<file path="config.mk">
export PLATFORM = sky130hd
export DESIGN_NAME = serial_8b10b_link_transmitter
export DESIGN_NICKNAME = d
export VERILOG_FILES = /design/src/txlink_pkg.sv /design/src/char_encoder.sv /design/src/serial_8b10b_link_transmitter.sv
export SDC_FILE = /design/constraint.sdc
export NUM_CORES = 1
export LEC_CHECK = 0
export BUFFER_PORTS_ARGS = -buffer_cell sky130_fd_sc_hd__clkbuf_2
export CAP_MARGIN = 20
export CELL_PAD_IN_SITES_DETAIL_PLACEMENT = 1
export CELL_PAD_IN_SITES_GLOBAL_PLACEMENT = 1
export CORE_ASPECT_RATIO = 1.4
export CORE_MARGIN = 5
export CORE_UTILIZATION = 40
export CTS_CLUSTER_SIZE = 12
export DETAILED_ROUTE_END_ITERATION = 6
export PLACE_DENSITY = 0.78
export SYNTH_ARGS = -nofsm -noshare
export SYNTH_HDL_FRONTEND = slang
export SYNTH_SLANG_ARGS = --single-unit
export TNS_END_PERCENT = 50
</file>
<file path="constraint.sdc">
create_clock -name clock -period 8.5 [get_ports clock]
set_clock_uncertainty 0.05 [all_clocks]
set_input_delay 0.85 -clock clock [delete_from_list [all_inputs] [get_ports clock]]
set_output_delay 0.85 -clock clock [all_outputs]
set_load 0.02 [all_outputs]
</file>
<file path="src/txlink_pkg.sv">
package txlink_pkg;

    localparam int unsigned CLOCK_HZ      = 25_000_000;
    localparam int unsigned BITS_PER_CHAR = 10;
    localparam logic [3:0]  LAST_PHASE    = 4'(BITS_PER_CHAR - 1);
    // Read pulse low share, percent
    localparam int unsigned RP_LOW_PCT    = 60;
    localparam logic [3:0]  RP_LOW_PHASES = 4'((BITS_PER_CHAR * RP_LOW_PCT) / 100);

    localparam logic [7:0]  PAD_DATA      = 8'hBC;
    localparam logic [7:0]  C07_DATA      = 8'hE0;
    // Six ones up front: never legal
    localparam logic [9:0]  VIOL_CODE_NEG = 10'h3F0;
    localparam logic [5:0]  K28_SIX_NEG   = 6'h0F;
    localparam logic [3:0]  ALT7_NEG      = 4'h7;
    localparam logic        RD_RESET      = 1'b0;

    localparam int unsigned ADDR_W          = 4;
    localparam logic [3:0]  CTRL_OFFSET     = 4'h0;
    localparam logic [3:0]  STATUS_OFFSET   = 4'h4;
    localparam logic [3:0]  PAD_CNT_OFFSET  = 4'h8;
    localparam int unsigned CTRL_BYPASS_BIT = 0;
    localparam int unsigned STAT_RD_BIT     = 0;
    localparam int unsigned STAT_PAD_BIT    = 1;
    localparam int unsigned STAT_BYPASS_BIT = 2;
    localparam logic        CTRL_RESET      = 1'b0;
    localparam logic [1:0]  RESP_OKAY       = 2'h0;
    localparam logic [1:0]  RESP_SLVERR     = 2'h2;

endpackage

</file>
<file path="src/char_encoder.sv">
`timescale 1ns/1ps
module char_encoder (
    input  wire logic [7:0] data,
    input  wire logic       k,
    input  wire logic       force_viol,
    input  wire logic       rd_in,
    output logic      [9:0] code,
    output logic            rd_out
);

    function automatic logic [5:0] six_neg(input logic [4:0] x);
        logic [5:0] t [32];
        t = '{6'h27, 6'h1D, 6'h2D, 6'h31, 6'h35, 6'h29, 6'h19, 6'h38,
              6'h39, 6'h25, 6'h15, 6'h34, 6'h0D, 6'h2C, 6'h1C, 6'h17,
              6'h1B, 6'h23, 6'h13, 6'h32, 6'h0B, 6'h2A, 6'h1A, 6'h3A,
              6'h33, 6'h26, 6'h16, 6'h36, 6'h0E, 6'h2E, 6'h1E, 6'h2B};
        return t[x];
    endfunction

    function automatic logic [3:0] four_neg(input logic [2:0] y);
        logic [3:0] t [8];
        t = '{4'hB, 4'h9, 4'h5, 4'hC, 4'hD, 4'hA, 4'h6, 4'hE};
        return t[y];
    endfunction

    function automatic logic [2:0] ones(input logic [5:0] v);
        logic [2:0] n;
        n = 3'h0;
        for (int i = 0; i < 6; i++) begin
            n = n + 3'(v[i]);
        end
        return n;
    endfunction

    logic [4:0] x5;
    logic [2:0] y3;
    logic       k28;
    logic       kx7;
    logic       viol;
    logic [5:0] c6;
    logic       unb6;
    logic       rd6;
    logic       alt7;
    logic [3:0] c4;
    logic       unb4;
    logic       flip4;

    always_comb begin
        x5   = data[4:0];
        y3   = data[7:5];
        k28  = k && (x5 == 5'h1C);
        kx7  = k && (y3 == 3'h7) && (x5 == 5'h17 || x5 == 5'h1B || x5 == 5'h1D || x5 == 5'h1E);
        // Unknown specials also go out as violations
        viol = force_viol || (k && data == txlink_pkg::C07_DATA)      // [RULE7] [RULE8]
               || (k && !(k28 || kx7));
        c6   = k28 ? txlink_pkg::K28_SIX_NEG : six_neg(x5);               // [RULE6]
        unb6 = ones(c6) != 3'h3;
        if (rd_in && (unb6 || (x5 == 5'h07 && !k28))) begin             // [RULE17]
            c6 = ~c6;
        end
        rd6  = rd_in ^ unb6;
        alt7 = (y3 == 3'h7) && (k28 || kx7
               || (!rd6 && (x5 == 5'h11 || x5 == 5'h12 || x5 == 5'h14))
               || (rd6 && (x5 == 5'h0B || x5 == 5'h0D || x5 == 5'h0E)));
        c4   = alt7 ? txlink_pkg::ALT7_NEG : four_neg(y3);
        unb4 = ones({2'h0, c4}) != 3'h2;
        if (rd6) begin
            flip4 = unb4 || (y3 == 3'h3);
        end else begin
            flip4 = k28 && (y3 == 3'h1 || y3 == 3'h2 || y3 == 3'h5 || y3 == 3'h6);
        end
        if (flip4) begin
            c4 = ~c4;
        end
        if (viol) begin
            code   = rd_in ? ~txlink_pkg::VIOL_CODE_NEG : txlink_pkg::VIOL_CODE_NEG;
            rd_out = rd_in;
        end else begin
            code   = {c6, c4};
            rd_out = rd6 ^ unb4;
        end
    end

endmodule

</file>
<file path="src/serial_8b10b_link_transmitter.sv">
`timescale 1ns/1ps
// Function
// RULE1 - Capture byte on byte edge when strobe low
// RULE2 - Read pulse 60% low while primary strobe low
// RULE3 - Ten bit clocks per byte clock
// RULE4 - Input to output latency about 21 bits
// RULE5 - Encoded input: data, context, force
// RULE6 - Context selects data or special code set
// RULE7 - Special C0.7 sends violation symbol
// RULE8 - Force input replaces code with violation
// RULE9 - Bypass: context a, data b-h, force j (code puts the eight data bits in b-i)
// RULE10 - Bypass sends ten bits unchanged
// RULE11 - Bypass source keeps transitions
// RULE12 - Captured char enters shifter next byte edge
// RULE13 - Bit a first, on all three pairs
// RULE14 - Both strobes high inserts K28.5 pad
// RULE15 - Later pads carry correct disparity
// RULE16 - Hold a strobe low to avoid pads
// RULE17 - Encoded mode tracks running disparity
// RULE18 - Mode is static, set by system
module serial_8b10b_link_transmitter (
    input  wire logic                          clock,
    input  wire logic                          rst_n,
    input  wire logic                          byte_clock_in,
    input  wire logic                          load_strobe_primary_n,
    input  wire logic                          load_strobe_next_n,
    input  wire logic [7:0]                    data_in,
    input  wire logic                          char_context_sel,
    input  wire logic                          force_violation_in,
    output logic                               read_pulse_out_n,
    output logic                               serial_out_pair_first_pos,
    output logic                               serial_out_pair_first_neg,
    output logic                               serial_out_pair_second_pos,
    output logic                               serial_out_pair_second_neg,
    output logic                               serial_out_pair_third_pos,
    output logic                               serial_out_pair_third_neg,
    input  wire logic                          awvalid,
    output logic                               awready,
    input  wire logic [txlink_pkg::ADDR_W-1:0] awaddr,
    input  wire logic [2:0]                    awprot,
    input  wire logic                          wvalid,
    output logic                               wready,
    input  wire logic [31:0]                   wdata,
    input  wire logic [3:0]                    wstrb,
    output logic                               bvalid,
    input  wire logic                          bready,
    output logic [1:0]                         bresp,
    input  wire logic                          arvalid,
    output logic                               arready,
    input  wire logic [txlink_pkg::ADDR_W-1:0] araddr,
    input  wire logic [2:0]                    arprot,
    output logic                               rvalid,
    input  wire logic                          rready,
    output logic [31:0]                        rdata,
    output logic [1:0]                         rresp
);

    function automatic logic reg_known(input logic [txlink_pkg::ADDR_W-1:0] a);
        return a == txlink_pkg::CTRL_OFFSET || a == txlink_pkg::STATUS_OFFSET
            || a == txlink_pkg::PAD_CNT_OFFSET;
    endfunction

    // Byte clock timing
    logic       byte_prev_q;
    logic       byte_edge;
    logic [3:0] phase_q;
    logic [3:0] phase_d;

    // Read pulse
    logic       rp_n_q;

    // Capture stage
    logic [7:0] in_data_q;
    logic       in_ctx_q;
    logic       in_force_q;
    logic       in_pad_q;
    logic       in_bypass_q;

    // Encode stage
    logic [7:0] enc_data;
    logic       enc_k;
    logic       enc_force;
    logic [9:0] enc_code;
    logic       enc_rd;

    // Shift stage
    logic [9:0] char_q;
    logic       rd_q;
    logic       last_pad_q;
    logic [8:0] shift_q;
    logic       out_q;
    logic       out_bar_q;
    logic [31:0] pad_cnt_q;

    // Register slave
    logic        bypass_q;
    logic        aw_hold_q;
    logic [3:0]  aw_addr_q;
    logic        w_hold_q;
    logic [31:0] w_data_q;
    logic [3:0]  w_strb_q;
    logic        bvalid_q;
    logic [1:0]  bresp_q;
    logic        do_write;

    // Read side
    logic        rvalid_q;
    logic [31:0] rdata_q;
    logic [1:0]  rresp_q;
    logic [31:0] read_word;

    // Byte edge realigns the bit phase
    assign byte_edge = byte_clock_in && !byte_prev_q;

    always_ff @(posedge clock or negedge rst_n) begin
        if (!rst_n) begin
            byte_prev_q <= 1'b0;
        end else begin
            byte_prev_q <= byte_clock_in;
        end
    end

    always_comb begin
        if (byte_edge) begin
            phase_d = 4'h0;                                             // [RULE3]
        end else if (phase_q < txlink_pkg::LAST_PHASE) begin
            phase_d = phase_q + 4'h1;                                   // [RULE3]
        end else begin
            phase_d = phase_q;
        end
    end

    // Bit phase
    always_ff @(posedge clock or negedge rst_n) begin
        if (!rst_n) begin
            phase_q <= 4'h0;
        end else begin
            phase_q <= phase_d;
        end
    end

    // Low six phases, high four
    always_ff @(posedge clock or negedge rst_n) begin
        if (!rst_n) begin
            rp_n_q <= 1'b1;
        end else begin
            rp_n_q <= load_strobe_primary_n
                      || (phase_d >= txlink_pkg::RP_LOW_PHASES);        // [RULE2]
        end
    end

    assign read_pulse_out_n = rp_n_q;

    // No strobe: data held, pad flagged
    always_ff @(posedge clock or negedge rst_n) begin
        if (!rst_n) begin
            in_data_q   <= 8'h00;
            in_ctx_q    <= 1'b0;
            in_force_q  <= 1'b0;
            in_pad_q    <= 1'b1;
            in_bypass_q <= txlink_pkg::CTRL_RESET;
        end else if (byte_edge) begin
            in_pad_q    <= load_strobe_primary_n && load_strobe_next_n; // [RULE14]
            in_bypass_q <= bypass_q;
            if (!load_strobe_primary_n || !load_strobe_next_n) begin
                in_data_q  <= data_in;                                  // [RULE1] [RULE5]
                in_ctx_q   <= char_context_sel;                         // [RULE1]
                in_force_q <= force_violation_in;                       // [RULE1]
            end
        end
    end

    // Pads are encoded in both modes
    always_comb begin
        if (in_pad_q) begin
            enc_data  = txlink_pkg::PAD_DATA;                           // [RULE14]
            enc_k     = 1'b1;
            enc_force = 1'b0;
        end else begin
            enc_data  = in_data_q;                                      // [RULE5]
            enc_k     = in_ctx_q;                                       // [RULE6]
            enc_force = in_force_q;                                     // [RULE8]
        end
    end

    char_encoder u_char_encoder (
        .data       (enc_data),
        .k          (enc_k),
        .force_viol (enc_force),
        .rd_in      (rd_q),
        .code       (enc_code),
        .rd_out     (enc_rd)
    );

    // Bypass keeps disparity, so the first
    // pad after it may take either sense
    always_ff @(posedge clock or negedge rst_n) begin
        if (!rst_n) begin
            char_q     <= txlink_pkg::VIOL_CODE_NEG;
            rd_q       <= txlink_pkg::RD_RESET;
            last_pad_q <= 1'b0;
        end else if (byte_edge) begin
            last_pad_q <= in_pad_q;
            if (in_bypass_q && !in_pad_q) begin
                char_q <= {in_ctx_q, in_data_q[0], in_data_q[1], in_data_q[2],
                           in_data_q[3], in_data_q[4], in_data_q[5], in_data_q[6],
                           in_data_q[7], in_force_q};                   // [RULE9] [RULE10] [RULE12]
            end else begin
                char_q <= enc_code;                                     // [RULE12] [RULE17]
                rd_q   <= enc_rd;                                       // [RULE15] [RULE17]
            end
        end
    end

    // Bit a on the same edge as load
    always_ff @(posedge clock or negedge rst_n) begin
        if (!rst_n) begin
            shift_q   <= 9'h000;
            out_q     <= 1'b0;
            out_bar_q <= 1'b1;
        end else if (byte_edge) begin
            shift_q   <= char_q[8:0];                                   // [RULE4]
            out_q     <= char_q[9];                                     // [RULE13]
            out_bar_q <= !char_q[9];
        end else begin
            shift_q   <= {shift_q[7:0], 1'b0};                          // [RULE12]
            out_q     <= shift_q[8];
            out_bar_q <= !shift_q[8];
        end
    end

    // One flop pair feeds all three
    assign serial_out_pair_first_pos  = out_q;                          // [RULE13]
    assign serial_out_pair_first_neg  = out_bar_q;
    assign serial_out_pair_second_pos = out_q;
    assign serial_out_pair_second_neg = out_bar_q;
    assign serial_out_pair_third_pos  = out_q;
    assign serial_out_pair_third_neg  = out_bar_q;

    // Pad count wraps
    always_ff @(posedge clock or negedge rst_n) begin
        if (!rst_n) begin
            pad_cnt_q <= 32'h0000_0000;
        end else if (byte_edge && in_pad_q) begin
            pad_cnt_q <= pad_cnt_q + 32'h0000_0001;
        end
    end

    // Address and data in either order
    assign awready  = !aw_hold_q;
    assign wready   = !w_hold_q;
    assign do_write = aw_hold_q && w_hold_q && !bvalid_q;

    // Address half
    always_ff @(posedge clock or negedge rst_n) begin
        if (!rst_n) begin
            aw_hold_q <= 1'b0;
            aw_addr_q <= '0;
        end else if (awvalid && !aw_hold_q) begin
            aw_hold_q <= 1'b1;
            aw_addr_q <= awaddr;
        end else if (do_write) begin
            aw_hold_q <= 1'b0;
        end
    end

    // Data half
    always_ff @(posedge clock or negedge rst_n) begin
        if (!rst_n) begin
            w_hold_q <= 1'b0;
            w_data_q <= 32'h0000_0000;
            w_strb_q <= 4'h0;
        end else if (wvalid && !w_hold_q) begin
            w_hold_q <= 1'b1;
            w_data_q <= wdata;
            w_strb_q <= wstrb;
        end else if (do_write) begin
            w_hold_q <= 1'b0;
        end
    end

    // Mode change lands at next capture
    always_ff @(posedge clock or negedge rst_n) begin
        if (!rst_n) begin
            bypass_q <= txlink_pkg::CTRL_RESET;
        end else if (do_write && aw_addr_q == txlink_pkg::CTRL_OFFSET
                     && w_strb_q[0]) begin
            bypass_q <= w_data_q[txlink_pkg::CTRL_BYPASS_BIT];          // [RULE18]
        end
    end

    // Unmapped: SLVERR
    always_ff @(posedge clock or negedge rst_n) begin
        if (!rst_n) begin
            bvalid_q <= 1'b0;
            bresp_q  <= txlink_pkg::RESP_OKAY;
        end else if (do_write) begin
            bvalid_q <= 1'b1;
            bresp_q  <= reg_known(aw_addr_q) ? txlink_pkg::RESP_OKAY
                                             : txlink_pkg::RESP_SLVERR;
        end else if (bvalid_q && bready) begin
            bvalid_q <= 1'b0;
        end
    end

    // Response
    assign bvalid = bvalid_q;
    assign bresp  = bresp_q;

    // Read channel
    always_comb begin
        read_word = 32'h0000_0000;
        unique case (araddr)
            txlink_pkg::CTRL_OFFSET: begin
                read_word[txlink_pkg::CTRL_BYPASS_BIT] = bypass_q;
            end
            txlink_pkg::STATUS_OFFSET: begin
                read_word[txlink_pkg::STAT_RD_BIT]     = rd_q;
                read_word[txlink_pkg::STAT_PAD_BIT]    = last_pad_q;
                read_word[txlink_pkg::STAT_BYPASS_BIT] = in_bypass_q;
            end
            txlink_pkg::PAD_CNT_OFFSET: begin
                read_word = pad_cnt_q;
            end
            default: begin
                read_word = 32'h0000_0000;
            end
        endcase
    end

    assign arready = !rvalid_q;

    // Registered read
    always_ff @(posedge clock or negedge rst_n) begin
        if (!rst_n) begin
            rvalid_q <= 1'b0;
            rdata_q  <= 32'h0000_0000;
            rresp_q  <= txlink_pkg::RESP_OKAY;
        end else if (arvalid && !rvalid_q) begin
            rvalid_q <= 1'b1;
            rdata_q  <= read_word;
            rresp_q  <= reg_known(araddr) ? txlink_pkg::RESP_OKAY
                                          : txlink_pkg::RESP_SLVERR;
        end else if (rvalid_q && rready) begin
            rvalid_q <= 1'b0;
        end
    end

    assign rvalid = rvalid_q;
    assign rdata  = rdata_q;
    assign rresp  = rresp_q;

endmodule

</file>
==> flow_summary.yaml <==
global_routing:
  grt.overflow.total: 0
  grt_pass1_wl_um: 25400
  antenna_found_initial: 0
  first_global_vias: 5252
  grt.total_usage_pct: 17.7
  grt_max_degree: 70
place:
  port-buffer-count: 75
  placed_area_um2: 6590
  place_ws_ns: 1.37
  dp_hpwl_um: 11100
  gp_congestion: 0.799
  dp.cells: 871
clocking:
  ctsHoldBuffers: 0
  ctsRootBufferMaster: "clkbuf_16"
  clkTransAtPathRegs_ns: 0.05
  numCtsBuffers: 17
  post_cts_buffers: 0
  clk_latency_ns: 0.41
  numClockSinks: 118
  cts.repair.resized: 0
  cts.path.max_buffers: 2
  cts_tree: "done"
  htreeDepth: 4
timing:
  period_needed_ns: 7.25
  fin_setup_tns_ns: 0
  fmax_ghz: 0.138
  hold_viol_final: 0
  maxSlewHeadroom_pct: 43.5
  fin_crit_sh_pct: 85.3
  worstMarginPinSlew_ns: 0.848
  finalSetupViolations: 0
  hold_ws_ns: 0.401
  rsz0062_at_grt: "false"
  final_max_slew_viol_count: 0
  worst_slack_ns: 1.25
power_and_ir_drop:
  internal_power_mw: 1.45
  p_sw_mw: 0.714
  p_seq_share_pct: 36.2
  p_leak_nw: 3.34
  powerDensity_nw_per_um2: 298
  power_frac_clock_pct: 36.9
  power_mw: 2.17
  power.share.switching_pct: 32.9
  vdd_drop_max_uv: 119
  combPwrFrac_pct: 26.9
floorplanning:
  fp.dieH_um: 156
  die-area_um2: 17900
  row_count: 53
  ios: 118
  die_x_um: 114
  core_um2: 15000
  start_util_pct: 40.7
setup_path:
  reg2regPathDepth: 28
  startpoint_type: "flip-flop"
  cpPeakStageDelay_ns: 0.84
  critPathBufInv: 6
  critical_path_class: "reg2reg"
  crit_family: "adder cells"
  cp-end-kind: "flip-flop"
  r2r_end: "rd_q"
  r2r_slack_ns: 1.25
  rr_startpoint: "in_pad_q"
  worstPathRequired_ns: 8.78
  cp_common_cell: "inv_1"
  slowest_stage: "dfstp_2"
  cp.arrival_ns: 7.52
  crit_fanout: 25
finish:
  postLayoutCoreUtil_pct: 48.5
  layout-drive-gt1-share_pct: 21.5
  area_delta_synth_final_pct: 19.2
  stdcell_area_um2: 7270
  nets: 792
  antenna_cells: 0
  stdcell_count: 904
  fillers: 1748
synthesis:
  netlist_area_um2: 6100
  synth_compound_area_share_pct: 12.7
  synth_top_area_share_pct: 44.7
  muxShareOfSynthArea_pct: 4.92
  ys_ff_latch: 118
  async_flop_share_pct: 100
  avgSynthCellArea_um2: 9.63
  synth_largest_area_cell: "dfrtp_1"
  synth_edf_count: 0
  synth-adder-area-share_pct: 5.21
  yosys-top-cells-area: "dfrtp_1 45%, nand2_1 7.9%, xnor2_1 4.2%"
  synthSimpleGateAreaFrac_pct: 18.3
  synth_top_family_by_area: "simple AND/OR/NAND/NOR gates"
  synth_cell_types: 64
  ys_seq_area_share_pct: 48.6
  syn_inst: 634
  synth_ff_type: "dfrtp_1"
  yosysWarnings: 0
  synth-xor-area-share_pct: 6.03
drt:
  drtAntennaViolNets: 0
  wire_per_inst_um: 17.2
  first_iter_violations: 196
  totalWireLength_um: 15600
  drt_first_pass_iters: 4
  drc: 0
  post_drt_via_cell_ratio: 5.34
  num_vias: 4823
min_path:
  holdCritPathClass: "reg2reg"
  min_to: "shift_q[3]"
  min_from: "shift_q[2]"
  hold_depth: 2
job:
  max_cap_violations: 0
outcome:
  status: "complete, no violations"
-- routing by layer --
metal | wire (um) | vias up | GRT usage (%)
met5 | 0 | - | 0
met4 | 333 | 0 | 6.85
met3 | 618 | 34 | 3.49
met2 | 8790 | 114 | 33.6
met1 | 5840 | 2393 | 19.0
li1 | - | 2282 | -
-- synth_stat cells (6+ instances only) --
cell	count
a211oi_1	7
a21oi_1	23
a31oi_1	8
and2_1	6
and3_1	8
buf_2	7
buf_4	6
clkbuf_1	18
dfrtp_1	109
dfstp_2	9
ha_1	19
inv_1	25
mux2_2	19
nand2_1	129
nand2b_1	6
nand3_1	17
nand4_1	11
nor2_1	34
nor2b_1	12
o21ai_0	50
xnor2_1	29
xor2_1	13
-- area by class of cell --
| type | count | area, um2 | share of cell area [%] |
|---|---|---|---|
| flip-flops and latches | 118 | 2960 | 40.7 |
| multi-input cells | 458 | 2890 | 39.7 |
| clock buffers | 20 | 457 | 6.28 |
| repair buffers | 79 | 428 | 5.88 |
| well taps | 192 | 240 | 3.30 |
| clock inverters | 12 | 200 | 2.75 |
| inverters | 25 | 93.8 | 1.29 |
-- power by group through the flow --
stage	sequential [mW]	combinational, mW	clock (mW)
after floorplan	0.760	0.447	0
after global placement	0.785	0.541	0
after detailed placement	0.794	0.578	0
after CTS	0.786	0.587	0.811
after global routing	0.800	0.650	0.841
final	0.785	0.583	0.800
-- worst max path at each step --
stage                  start   end  depth (start not counted)
floorplan           in_pad_q  rd_q                         29
global placement    in_pad_q  rd_q                         28
detailed placement  in_pad_q  rd_q                         28
CTS                 in_pad_q  rd_q                         28
global route        in_pad_q  rd_q                         28
finish              in_pad_q  rd_q                         28
-- tightest hold or removal path, delay by kind of cell, from the launching register on --
kind             cells  cell delay (ns)
and+or+nand+nor      2             0.09
DFF                  1             0.32
-- cell usage in the layout (no fill, tap or decap), types with 4 or more instances in the layout --
cell       instances
a211oi_1           7
a21oi_1           23
clkbuf_16         17
fa_1               4
a31oi_1            8
and3_1             8
mux2_2            19
nor2b_1           12
buf_4              4
nor2_1            34
xor2_1            13
and2_1             6
clkbuf_2          74
xnor2_1           29
nand2b_1           6
o21ai_0           50
dfrtp_1          109
ha_1              19
dfstp_2            9
nand4_1           11
inv_1             25
nand3_1           17
nand2_1          128
o22ai_1            4
mux2i_1            5
bufinv_16          5
-- registers in the layout (all words and copies together) (netlist names), 4 cells and up --
name / flops
aw_addr_q: 4
in_data_q: 8
char_q: 10
rdata: 32
phase_q: 4
pad_cnt_q: 32
shift_q: 9
-- kinds of logic (layout without fill, tap and decap cells) --
kind of cell	Yosys count	after routing
and+or+nand+nor	243	243
other	1	2
AOI/OAI and AO/OA	122	122
DFF	118	118
muxes	26	26
buffers and inverters	59	136
adders and majority gates	23	23
xor gates and xnor gates	42	42
Note: power is estimated with default switching activity, not from simulation.
